**config.mk**
```make
export PLATFORM = sky130hd
export DESIGN_NAME = cbp_port
export DESIGN_NICKNAME = d
export VERILOG_FILES = /design/src/rtl/cbp_pkg.sv /design/src/rtl/cbp_port.sv /design/src/rtl/cbp_reg_store.sv
export SDC_FILE = /design/constraint.sdc
export NUM_CORES = 1
export LEC_CHECK = 0
export ABC_AREA = 1
export BUFFER_PORTS_ARGS = -buffer_cell sky130_fd_sc_hd__buf_2
export CAP_MARGIN = 10
export CORE_ASPECT_RATIO = 1.5
export CORE_MARGIN = 4
export CORE_UTILIZATION = 60
export DETAILED_ROUTE_END_ITERATION = 6
export PLACE_DENSITY = 0.78
export SYNTH_ARGS = -nofsm -noshare
export SYNTH_HDL_FRONTEND = slang
export SYNTH_SLANG_ARGS = --single-unit
```
**constraint.sdc**
```tcl
create_clock -name clk_i -period 25.4 [get_ports clk_i]
set_input_delay 3.81 -clock clk_i [delete_from_list [all_inputs] [get_ports clk_i]]
set_output_delay 3.81 -clock clk_i [all_outputs]
set_load 0.005 [all_outputs]
```
**src/rtl/cbp_pkg.sv**
```systemverilog
// Constants shared by the management parity port and its register store.
package cbp_pkg;
    localparam int unsigned CBP_CLK_HZ = 100_000_000;
    localparam int unsigned CBP_BYTE_CLK_HZ = 12_500_000;
    localparam int unsigned CBP_BYTE_DIV = CBP_CLK_HZ / CBP_BYTE_CLK_HZ;
    localparam int unsigned CBP_DIV_W = 3;
    localparam logic [CBP_DIV_W-1:0] CBP_DIV_LAST =
        CBP_DIV_W'(CBP_BYTE_DIV - 1);
    localparam int unsigned CBP_ADDR_W = 5;
    localparam int unsigned CBP_DATA_W = 8;
    localparam int unsigned CBP_NUM_REGS = 32;
    localparam logic [CBP_ADDR_W-1:0] CBP_ICR_ADDR = 5'h04;
    localparam int unsigned CBP_ICR_PERR_BIT = 0;
    localparam logic [CBP_DATA_W-1:0] CBP_REG_RST = 8'h00;
    localparam int unsigned CBP_TX_W = 10;
    localparam int unsigned CBP_RX_W = 10;

    typedef enum logic [1:0] {
        CBP_IDLE = 2'b00,
        CBP_LOOKUP = 2'b01,
        CBP_ACKED = 2'b11,
        CBP_RELEASE = 2'b10
    } cbp_state_t;
endpackage : cbp_pkg

```
**src/rtl/cbp_port.sv**
```systemverilog
// Management port with odd parity, register access and clock handling.

// Behaviour
// - Parity is checked on writes only while the check enable is high.
// - Every read drives a parity bit whatever the check enable is.
// - Data byte plus parity bit always hold an odd number of ones.
// - Read data and parity stay valid while acknowledge is held low.
// - A checked write with bad parity is dropped and sets the error flag.
// - Core logic and port latching run on the local byte clock rate.
// - Serial receive data is captured on receive bit clock edges.
// - Serial transmit data is clocked out on transmit bit clock edges.
// - The shift register loads on the transmit byte clock only.
// - Acknowledge goes low at completion and stays low while selected.
// - A five-bit address picks one of thirty-two byte registers.
module cbp_port
    import cbp_pkg::*;
(
    input wire logic clk_i,
    input wire logic sys_rst_i,
    input wire logic mgmt_cs_n_i,
    input wire logic mgmt_rw_i,
    input wire logic [CBP_ADDR_W-1:0] mgmt_reg_addr_i,
    input wire logic [CBP_DATA_W-1:0] mgmt_data_bus_i,
    input wire logic mgmt_parity_bit_i,
    input wire logic mgmt_parity_check_en_i,
    input wire logic rx_bit_clk_i,
    input wire logic rx_data_i,
    input wire logic tx_bit_clk_i,
    input wire logic tx_byte_clk_i,
    input wire logic [CBP_TX_W-1:0] tx_symbol_i,
    output logic [CBP_DATA_W-1:0] mgmt_data_bus_o,
    output logic mgmt_data_bus_oe_o,
    output logic mgmt_parity_bit_o,
    output logic mgmt_parity_bit_oe_o,
    output logic mgmt_ack_n_o,
    output logic mgmt_ack_n_oe_o,
    output logic mgmt_parity_err_flag_o,
    output logic [CBP_RX_W-1:0] rx_word_o,
    output logic tx_data_o
);
    // ************************************************************
    // Input synchronisers
    // ************************************************************
    localparam int unsigned SYNC_W = 1 + 1 + CBP_ADDR_W + CBP_DATA_W + 1
        + 1 + 4;
    logic [SYNC_W-1:0] meta_ff;
    logic [SYNC_W-1:0] sync_ff;
    logic cs_n_s;
    logic rw_s;
    logic [CBP_ADDR_W-1:0] addr_s;
    logic [CBP_DATA_W-1:0] data_s;
    logic par_s;
    logic chk_en_s;
    logic rx_clk_s;
    logic rx_data_s;
    logic tx_bit_s;
    logic tx_byte_s;

    always_ff @(posedge clk_i or posedge sys_rst_i) begin
        if (sys_rst_i) begin
            meta_ff <= '1;
            sync_ff <= '1;
        end else begin
            meta_ff <= {mgmt_cs_n_i, mgmt_rw_i, mgmt_reg_addr_i,
                        mgmt_data_bus_i, mgmt_parity_bit_i,
                        mgmt_parity_check_en_i, rx_bit_clk_i, rx_data_i,
                        tx_bit_clk_i, tx_byte_clk_i};
            sync_ff <= meta_ff;
        end
    end

    assign {cs_n_s, rw_s, addr_s, data_s, par_s, chk_en_s, rx_clk_s,
            rx_data_s, tx_bit_s, tx_byte_s} = sync_ff;

    // ************************************************************
    // Byte clock enable
    // ************************************************************
    // One clock only, so the 12.5 MHz byte rate is a one-cycle tick.
    logic [CBP_DIV_W-1:0] div_ff;
    logic byte_tick;

    always_ff @(posedge clk_i or posedge sys_rst_i) begin
        if (sys_rst_i) begin
            div_ff <= '0;
        end else if (div_ff == CBP_DIV_LAST) begin
            div_ff <= '0;
        end else begin
            div_ff <= div_ff + CBP_DIV_W'(1);
        end
    end

    assign byte_tick = (div_ff == CBP_DIV_LAST);

    // ************************************************************
    // Cycle sequencer
    // ************************************************************
    cbp_state_t state_ff;
    cbp_state_t nxt_state;
    logic par_ok;
    logic wr_ok;
    logic wr_en;
    logic [CBP_DATA_W-1:0] rd_data;

    assign par_ok = ^{data_s, par_s};
    assign wr_ok = par_ok || !chk_en_s;
    assign wr_en = byte_tick && state_ff == CBP_LOOKUP && !rw_s
        && wr_ok && !cs_n_s;

    always_comb begin
        nxt_state = state_ff;
        unique case (state_ff)
            CBP_IDLE: begin
                if (!cs_n_s) begin
                    nxt_state = CBP_LOOKUP;
                end
            end
            CBP_LOOKUP: begin
                nxt_state = cs_n_s ? CBP_RELEASE : CBP_ACKED;
            end
            CBP_ACKED: begin
                if (cs_n_s) begin
                    nxt_state = CBP_RELEASE;
                end
            end
            CBP_RELEASE: begin
                nxt_state = CBP_IDLE;
            end
        endcase
    end

    always_ff @(posedge clk_i or posedge sys_rst_i) begin
        if (sys_rst_i) begin
            state_ff <= CBP_IDLE;
        end else if (byte_tick) begin
            state_ff <= nxt_state;
        end
    end

    // Address is held by the host, so the store reads it continuously.
    cbp_reg_store u_store (
        .clk_i(clk_i),
        .sys_rst_i(sys_rst_i),
        .wr_en_i(wr_en && addr_s != CBP_ICR_ADDR),
        .addr_i(addr_s),
        .wr_data_i(data_s),
        .rd_data_o(rd_data)
    );

    // ************************************************************
    // Parity error flag
    // ************************************************************
    // Writing a one to the flag bit of the condition register clears it;
    // a new error in the same cycle wins.
    logic perr_set;
    logic perr_clr;

    assign perr_set = byte_tick && state_ff == CBP_LOOKUP && !rw_s
        && !cs_n_s && !wr_ok;
    assign perr_clr = wr_en && addr_s == CBP_ICR_ADDR
        && data_s[CBP_ICR_PERR_BIT];

    always_ff @(posedge clk_i or posedge sys_rst_i) begin
        if (sys_rst_i) begin
            mgmt_parity_err_flag_o <= 1'b0;
        end else if (perr_set) begin
            mgmt_parity_err_flag_o <= 1'b1;
        end else if (perr_clr) begin
            mgmt_parity_err_flag_o <= 1'b0;
        end
    end

    // ************************************************************
    // Pin drivers
    // ************************************************************
    logic [CBP_DATA_W-1:0] rd_merged;

    always_comb begin
        rd_merged = rd_data;
        if (addr_s == CBP_ICR_ADDR) begin
            rd_merged = '0;
            rd_merged[CBP_ICR_PERR_BIT] = mgmt_parity_err_flag_o;
        end
    end

    always_ff @(posedge clk_i or posedge sys_rst_i) begin
        if (sys_rst_i) begin
            mgmt_data_bus_o <= '0;
            mgmt_parity_bit_o <= 1'b1;
        end else if (byte_tick && state_ff == CBP_LOOKUP && rw_s) begin
            mgmt_data_bus_o <= rd_merged;
            mgmt_parity_bit_o <= ~^rd_merged;
        end
    end

    always_ff @(posedge clk_i or posedge sys_rst_i) begin
        if (sys_rst_i) begin
            mgmt_data_bus_oe_o <= 1'b0;
            mgmt_parity_bit_oe_o <= 1'b0;
            mgmt_ack_n_oe_o <= 1'b0;
        end else if (byte_tick) begin
            // Bus drive holds for the whole acknowledged read.
            mgmt_data_bus_oe_o <= nxt_state == CBP_ACKED
                && rw_s;
            mgmt_parity_bit_oe_o <= nxt_state == CBP_ACKED && rw_s;
            mgmt_ack_n_oe_o <= nxt_state == CBP_ACKED;
        end
    end

    // Open-drain acknowledge only ever pulls low.
    always_ff @(posedge clk_i or posedge sys_rst_i) begin
        if (sys_rst_i) begin
            mgmt_ack_n_o <= 1'b0;
        end else begin
            mgmt_ack_n_o <= 1'b0;
        end
    end

    // ************************************************************
    // Serial clocks
    // ************************************************************
    // The bit clocks are only sampled here, so edges faster than half of
    // clk_i are missed; the serial shift registers sit in this block on clk_i.
    logic rx_clk_d_ff;
    logic tx_bit_d_ff;
    logic tx_byte_d_ff;
    logic [CBP_RX_W-1:0] rx_shift_ff;
    logic [CBP_TX_W-1:0] tx_shift_ff;

    // Edge detectors start at the synchronisers' reset level of one, so
    // leaving reset never shows a false rising edge on a low clock pin.
    always_ff @(posedge clk_i or posedge sys_rst_i) begin
        if (sys_rst_i) begin
            rx_clk_d_ff <= 1'b1;
            tx_bit_d_ff <= 1'b1;
            tx_byte_d_ff <= 1'b1;
        end else begin
            rx_clk_d_ff <= rx_clk_s;
            tx_bit_d_ff <= tx_bit_s;
            tx_byte_d_ff <= tx_byte_s;
        end
    end

    always_ff @(posedge clk_i or posedge sys_rst_i) begin
        if (sys_rst_i) begin
            rx_shift_ff <= '0;
        end else if (rx_clk_s && !rx_clk_d_ff) begin
            rx_shift_ff <= {rx_shift_ff[CBP_RX_W-2:0],
                            rx_data_s};
        end
    end

    always_ff @(posedge clk_i or posedge sys_rst_i) begin
        if (sys_rst_i) begin
            rx_word_o <= '0;
        end else if (byte_tick) begin
            rx_word_o <= rx_shift_ff;
        end
    end

    always_ff @(posedge clk_i or posedge sys_rst_i) begin
        if (sys_rst_i) begin
            tx_shift_ff <= '0;
        end else if (tx_byte_s && !tx_byte_d_ff) begin
            tx_shift_ff <= tx_symbol_i;
        end else if (tx_bit_s && !tx_bit_d_ff) begin
            tx_shift_ff <= {tx_shift_ff[CBP_TX_W-2:0], 1'b0};
        end
    end

    always_ff @(posedge clk_i or posedge sys_rst_i) begin
        if (sys_rst_i) begin
            tx_data_o <= 1'b0;
        end else if (tx_bit_s && !tx_bit_d_ff) begin
            tx_data_o <= tx_shift_ff[CBP_TX_W-1];
        end
    end
endmodule : cbp_port

```
**src/rtl/cbp_reg_store.sv**
```systemverilog
// Thirty-two byte-wide internal registers with a registered read port.
module cbp_reg_store
    import cbp_pkg::*;
(
    input wire logic clk_i,
    input wire logic sys_rst_i,
    input wire logic wr_en_i,
    input wire logic [CBP_ADDR_W-1:0] addr_i,
    input wire logic [CBP_DATA_W-1:0] wr_data_i,
    output logic [CBP_DATA_W-1:0] rd_data_o
);
    logic [CBP_DATA_W-1:0] mem_ff [CBP_NUM_REGS];

    genvar g;
    generate
        for (g = 0; g < CBP_NUM_REGS; g++) begin : g_reg
            always_ff @(posedge clk_i or posedge sys_rst_i) begin
                if (sys_rst_i) begin
                    mem_ff[g] <= CBP_REG_RST;
                end else if (wr_en_i && addr_i == CBP_ADDR_W'(g)) begin
                    mem_ff[g] <= wr_data_i;
                end
            end
        end
    endgenerate

    always_ff @(posedge clk_i or posedge sys_rst_i) begin
        if (sys_rst_i) begin
            rd_data_o <= CBP_REG_RST;
        end else begin
            rd_data_o <= mem_ff[addr_i];
        end
    end
endmodule : cbp_reg_store

```
* After elaboration in Yosys (flattened, before gate mapping)
Cells that the tools add are included.
** Word-level totals
- Flip-flop bits (word level) :: 357
- Bits of input ports :: 33
- Output and inout bits :: 25
- Word-level logic and storage cells :: 162
** Operators by class
- Add/sub/neg operators :: 1
- $lt $le $gt $ge :: 1
- Equal/unequal tests :: 37
- Muxes and demuxes :: 13
- Bitwise logic cells :: 1
- Reductions and logical operators :: 60
** Operators by type and width (count)
- == test 5 bit, second input constant :: 16
- logical AND 1 bit :: 46
- binary-select mux 8 bit (select 5 bit) :: 1
- == test 5 x 4 -> 1 bit, second input constant :: 8
- two-way mux 8 bit :: 3
- == test 5 x 3 -> 1 bit, second input constant :: 4
- two-way mux 10 bit :: 2
- == test 5 x 2 -> 1 bit, second input constant :: 2
- XOR reduction 9 bit :: 1
- case mux 2 bit (4 select lines) :: 1
- XNOR reduction 8 bit :: 1
- zero test 1 bit :: 7
- == test 2 bit, second input constant :: 3
- greater-or-equal comparator 6 bit, second input constant :: 1
- NOT 5 -> 6 bit :: 1
- == test 5 x 1 -> 1 bit, second input constant :: 1
- zero test 5 bit :: 1
- inequality test 5 x 3 -> 1 bit, second input constant :: 1
- two-way mux 2 bit :: 2
- nonzero test 2 bit :: 2
- adder 3 x 1 -> 3 bit, second input constant :: 1
- == test 3 bit, second input constant :: 1
- two-way mux 1 bit :: 3
- two-way mux 3 bit :: 1
- other kinds (3) :: 3

* Depth between registers and ports, before layout
Gate-level depths: netlist of the first run.
- Depth in word-level cells :: 9
- Mapped depth :: 15

* Cells and area by module
From an unflattened synthesis of the first run, not the netlist that was laid out.
** Unflattened totals
- Cell total of the unflattened synthesis :: 1901
- Area, all modules :: 15559.9 µm²
** Modules (own cells, without submodules)
- cbp_reg_store :: times used 1, cells each 1594, area an instance 12135.4 µm², seq. area each 6606.3 µm²
- cbp_port :: times used 1, cells each 307, area an instance 3424.5 µm², seq. area each 2384.8 µm²

* Worst setup path before layout of the first run
Ideal clock, no wire load.
- Kind :: flip-flop to output port
- From :: register mgmt_parity_bit_oe_o
- To :: output port mgmt_parity_bit_oe_o
- Arrival :: 514 ps
- Data required time :: 21590 ps
- Slack :: 21076 ps
- Stages on the path, launching flop included :: 2
- Path buffers :: 1
- Path through :: dfrtp_1 buf_4
** RTL lines
- start, declared :: line cbp_port.sv:34 : output logic mgmt_parity_bit_oe_o,
- start signal, assigned :: line cbp_port.sv:204 : mgmt_parity_bit_oe_o <= nxt_state == CBP_ACKED && rw_s;
No word-level cell between the ends.

* Worst setup path after layout of the first run
- From :: register mgmt_parity_bit_o
- To :: output port mgmt_parity_bit_o
** RTL lines
- start, declared :: line cbp_port.sv:33 : output logic mgmt_parity_bit_o,
- start signal, assigned :: line cbp_port.sv:191 : mgmt_parity_bit_o <= ~^rd_merged;
No word-level cell between the ends.

==> metrics, run 1 <==
per-instance average area after synthesis approximately 8.4 um^2; outcome finished, violations left; number of placement rows 73; flop and latch count out of synthesis roughly 360; cell type contributing the most total cell area after synthesis sky130_fd_sc_hd__dfrtp_1; vias per cell around 5.6; Wirelength per Cell 17.5 um; Worst slew margin 0.325; clock latency at the later pin of the worst-skew pair 530 ps; largest buffer count on any clock path 3; share of the cycle needed by the critical path after routing 0.196; maximum number of pins on one net before global-route repair around 190; highest fanout seen on the critical path 2; Register Area 8990 um^2; total count of max-transition violations in the final report 0; clock input transition at the sequential cells of the worst setup and hold paths 60 ps; count of endpoints failing hold in the final timing report 0; share of post-route cells with drive strength above 1 0.111; antenna violations before repair 0; grt ovf 0; total number of vias approximately 13000; most frequent cells in the layout 690 x sky130_fd_sc_hd__nand2_1, 311 x sky130_fd_sc_hd__dfrtp_1, 251 x sky130_fd_sc_hd__inv_1; half-perimeter wire length after placement approximately 24000 um; unique cell type count in the Yosys netlist 39; cts bufs inserted 34; family of cells with the greatest summed delay on the critical path flip-flops; Antenna Cells 0; CTS tree yes; number of setup violations in the final report 0; maximum level of the CTS H-tree 2; die outline height between 200 and 250 um; Core Box Area about 26000 um^2; DRC 6; sequential cell area fraction in the yosys report 0.557; drt first pass iters 7; number of filler cells placed in the layout 2163; combined area of the multi-input logic cells between 5000 and 6000 um^2; instance area after placement roughly 16000 um^2; count of mapped cells out of synthesis about 1900; Final Critical Period between 4000 and 5000 ps; Routability Congestion 0.849; total die area a little under 30000 um^2; fraction of post-synthesis cell area in the top cell type by area 0.482; cell area power density ~70 nW/um^2; timing-limited maximum frequency approximately 200 MHz; sum of negative setup slack 0 ps; slew at the pin with the worst max-slew slack a little over 1000 ps; global-route wire length before repair between 60000 and 70000 um; Leakage Power ~10 nW; WP buf/inv 1; synth-to-layout area growth 9.82%; Post-Synthesis Cell Area 16100 um^2; class of the tightest hold or removal check reg -> reg; final-stage net count a little under 2000; worst-path cell with the longest stage delay sky130_fd_sc_hd__dfstp_2; number of hold buffers added after CTS 0; number of input and output port buffers inserted 56; category of the critical setup timing path reg -> out; cell breakdown of the critical path buf_2; CTS Root Buffer Type sky130_fd_sc_hd__clkbuf_16; violations in the final reports DRC; largest voltage drop on the vdd net approximately 55 uV; most frequent standard cell in the layout excluding fill and tap cells sky130_fd_sc_hd__nand2_1; Data required, critical path approximately 22000 ps; number of gates given a new drive strength after cts 0; CP Data Arrival Time 1160 ps; Syn Nets 1950; type of element launching the critical path flip-flop; die width about 140 um; RSZ-0062 raised after global routing false; top cells by area in the synthesized netlist sky130_fd_sc_hd__dfrtp_1 48%, sky130_fd_sc_hd__nand2_1 16%, sky130_fd_sc_hd__dfstp_2 7.5%; fraction of the core area covered by cells at the end of the flow 0.669; antenna-violating nets left 0; final setup skew roughly 11 ps; capturing element type of the critical path output pin; count of boundary I/O pins 58; Overall Power around 1.2 mW; number of violations reported at the end of detailed-routing iteration 0 ~1300; number of clock sinks roughly 360; vias in the first global route between 10000 and 15000; initial standard-cell utilization of the core 0.610; Post-CTS Setup Repair Bufs 0; synth warn 0; finished layout cell area 17700 um^2; total global-route track usage 0.277; drt total wl 39900 um; number of max-capacitance violations reported 0; Critical Path Max Stage Delay between 500 and 600 ps
## through the flow
step	worst slack, ps	hold slack (ps)	instances
after detailed placement	19890	347	2214
after CTS	20420	355	2276
after floorplan	11760	345	1915
after global placement	19920	346	2214
final	20430	353	2276
after global routing	20190	352	2276
## power breakdown
group	switching, mW	total [mW]	internal [mW]	leakage (nW)
sequential	0.0180	0.607	0.589	4.76
combinational	0.0475	0.0656	0.0182	4.51
clock	0.218	0.557	0.339	0.603
## synthesized netlist by cell type, drive strengths merged
library cell and number:
a211oi 5, a21oi 21, a22oi 74, a31oi 1, buf 43, clkbuf 64, clkinv 1, conb 1
dfrtp 311, dfstp 46, ha 2, inv 256, mux2 1, nand2 690, nand3 72, nand4 18
nor2 65, nor3 20, nor4 1, o211ai 3, o21ai 189, o221ai 8, o22ai 18, or2 1
xnor2 3, xor2 1
## flip-flops by register name (all words and copies together), names as in the netlist, 2 cells and up
name               count
div_ff                 3
meta_ff               21
mgmt_data_bus_o        8
rx_shift_ff           10
rx_word_o             10
state_ff               2
sync_ff               21
tx_shift_ff           10
u_store.mem_ff       256
u_store.rd_data_o      8
## final cells by class
class,instances,share of cell area
clock buffer,46,0.0564
timing repair buffer,69,0.0220
multi-input combinational,1194,0.323
inverter,257,0.0548
clock inverter,16,0.0134
sequential,357,0.507
tap,337,0.0238
## cell families after synthesis
logic type      count (synthesis)  synth area share
fa+ha+maj                       2           0.00155
xor+xnor                        4           0.00217
mux                             1          0.000697
flops                         357             0.557
compound gates                319             0.115
other cells                     1          0.000232
simple gates                  867             0.234
buf+inv                       364            0.0896
## worst paths after layout
check	depth (start not counted)	endpoint	start	slack (ps)
min	0	sync_ff[2]	meta_ff[2]	350
min reg2reg	0	sync_ff[2]	meta_ff[2]	350
max reg2reg	12	u_store.mem_ff[186]	sync_ff[9]	21150
max in group asynchronous	3	u_store.mem_ff[103]	sys_rst_i	20440
min in group asynchronous	2	mgmt_parity_bit_oe_o	sys_rst_i	3450
max	1	mgmt_parity_bit_o	mgmt_parity_bit_o	20430
## routing by layer
metal,share of wire,vias to the layer above,track usage
met5,0,-,0
met4,0.053,0,0.141
met3,0.057,139,0.0334
met2,0.51,466,0.476
met1,0.38,6130,0.344
li1,-,6016,-
(Power assumes the default switching activity.)
==> run 2: changes to the inputs <==
clock period = 4.73 ns   (was 25.4 ns; I/O delays follow)
==> run 2 against run 1 <==
- the run now ends clean
- worst setup slack worse by 19000 ps
- non-clock buffer count rose by 15
- combinational power grew to 6.1 times the previous value
- final cell count up 0.62%
- die area is the same
- critical path depth is 9 higher
- power grew to 5.2 times the previous value
- wire length is 0.87% lower
==> metrics, run 2 (same netlist as run 1, synthesis figures left out) <==
number of clock sinks between 300 and 400; Post-CTS Setup Repair Bufs 0; family of cells with the greatest summed delay on the critical path simple AND/OR/NAND/NOR gates; vias per cell 5.54; antenna violations before repair 0; fraction of the core area covered by cells at the end of the flow 0.670; grt ovf 0; minimum setup slack in the final design about 1500 ps; largest registers u_store.mem_ff (256), meta_ff (21), sync_ff (21); Leakage Power 9.88 nW; placed cell count approximately 2200; Antenna Cells 0; count of boundary I/O pins just under 60; GR Util met1 0.346; share of the cycle needed by the critical path after routing 0.691; Core Box Area between 20000 and 30000 um^2; outcome complete, no violations; CTS tree yes; total net switching power ~1.5 mW; final setup skew between 20 and 25 ps; CTS Root Buffer Type sky130_fd_sc_hd__clkbuf_16; Wirelength per Cell approximately 17 um; worst slack at placement 1550 ps; number of input and output port buffers inserted 56; number of violations reported at the end of detailed-routing iteration 0 1356; number of hold buffers added after CTS 0; switching share of total power 0.240; Routability Congestion between 0.9 and 1; RSZ-0062 raised after global routing false; internal power a little under 5 mW; drt total wl slightly below 40000 um; number of placement rows 73; clock input transition at the sequential cells of the worst setup and hold paths approximately 70 ps; minimum hold slack 272 ps; Logic pwr share 0.063; clock latency at the later pin of the worst-skew pair 530 ps; antenna-violating nets left 0; cts bufs inserted 34; CP Data Arrival Time 3720 ps; number of setup violations in the final report 0; most frequent cells in the layout 690 x sky130_fd_sc_hd__nand2_1, 311 x sky130_fd_sc_hd__dfrtp_1, 251 x sky130_fd_sc_hd__inv_1; number of flip-flops under the largest register name between 200 and 300; total number of vias about 13000; total die area between 20000 and 30000 um^2; timing-limited maximum frequency 306 MHz; global-route wire length before repair around 65000 um; most frequent standard cell in the layout excluding fill and tap cells sky130_fd_sc_hd__nand2_1; class of the tightest hold or removal check in -> reg; cell breakdown of the critical path nor2_1, nor2_1, nand2_1, nand3_1, nand3_1, nand3_2, nand3_1, nor2_1, nand2_1, nand2_1; gr busiest metal met2; count of endpoints failing hold in the final timing report 0; fraction of power consumed by the clock network 0.431; routing usage on met2 0.454; Critical Path Max Stage Delay roughly 720 ps; DRC 0; Overall Power about 6.4 mW; highest fanout seen on the critical path 16; worst-path cell with the longest stage delay sky130_fd_sc_hd__dfstp_2; cell area power density 359 nW/um^2; half-perimeter wire length after placement 25700 um; sum of negative setup slack 0 ps; vias in the first global route approximately 13000; maximum number of pins on one net before global-route repair roughly 100; Final Critical Period between 3000 and 4000 ps; instance area after placement 16600 um^2; number of standard cells in the final layout excluding fillers about 2300; global-route track usage on met3 0.0364; slew at the pin with the worst max-slew slack between 1000 and 1500 ps; final-stage net count slightly below 2000; die width between 100 and 150 um; finished layout cell area ~18000 um^2; Worst slew margin 0.311; type of element launching the critical path flip-flop; Data required, critical path ~5200 ps; maximum level of the CTS H-tree 2; capturing element type of the critical path flip-flop; WP buf/inv 0; total global-route track usage 0.275; share of post-route cells with drive strength above 1 0.118; sequential share of power 0.506; die outline height 209 um; drt first pass iters 7; category of the critical setup timing path reg -> reg; initial standard-cell utilization of the core 0.610; largest buffer count on any clock path 3; register name with the most flops u_store.mem_ff; total count of max-transition violations in the final report 0; largest voltage drop on the vdd net between 300 and 400 uV; number of gates given a new drive strength after cts 0; synth-to-layout area growth 9.92%; number of max-capacitance violations reported 0
[run 2: final timing paths]
check                                   start                   to  slack (ps)  depth (start not counted)
setup / recovery                   sync_ff[9]  u_store.mem_ff[188]        1460                         10
hold reg to reg                   meta_ff[18]          sync_ff[18]         350                          0
max in group asynchronous           sys_rst_i   u_store.mem_ff[13]        3220                          3
setup reg to reg                   sync_ff[9]  u_store.mem_ff[188]        1460                         10
hold / removal             mgmt_reg_addr_i[0]          meta_ff[14]         270                          1
min in group asynchronous           sys_rst_i   mgmt_data_bus_o[0]         380                          2
[run 2: power by group through the flow]
| stage | combinational (mW) | clock, mW | sequential [mW] |
|---|---|---|---|
| 6_report | 0.399 | 2.75 | 3.22 |
| 4_1_cts | 0.402 | 2.80 | 3.22 |
| 3_5_place_dp | 0.400 | 0 | 3.28 |
| 2_1_floorplan | 0.267 | 0 | 3.26 |
| 3_3_place_gp | 0.391 | 0 | 3.27 |
| 5_1_grt | 0.448 | 2.93 | 3.23 |
[run 2: layout make-up]
type / count / area, um^2
inverters: 257 / 968
clock inverters: 16 / 159
fillers: 2127 / 8740
well taps: 337 / 422
clock buffers: 45 / 973
repair buffers: 84 / 515
multi-input cells: 1194 / 5720
flip-flops and latches: 357 / 8990
[run 2: metal layers]
metal  wire (um)  part of all wire  up-vias
met5           0                 0        -
met4        2500             0.063        0
met3        2290             0.058      128
met2       19600              0.50      462
met1       15200              0.38     6053
li1            -                 -     6046
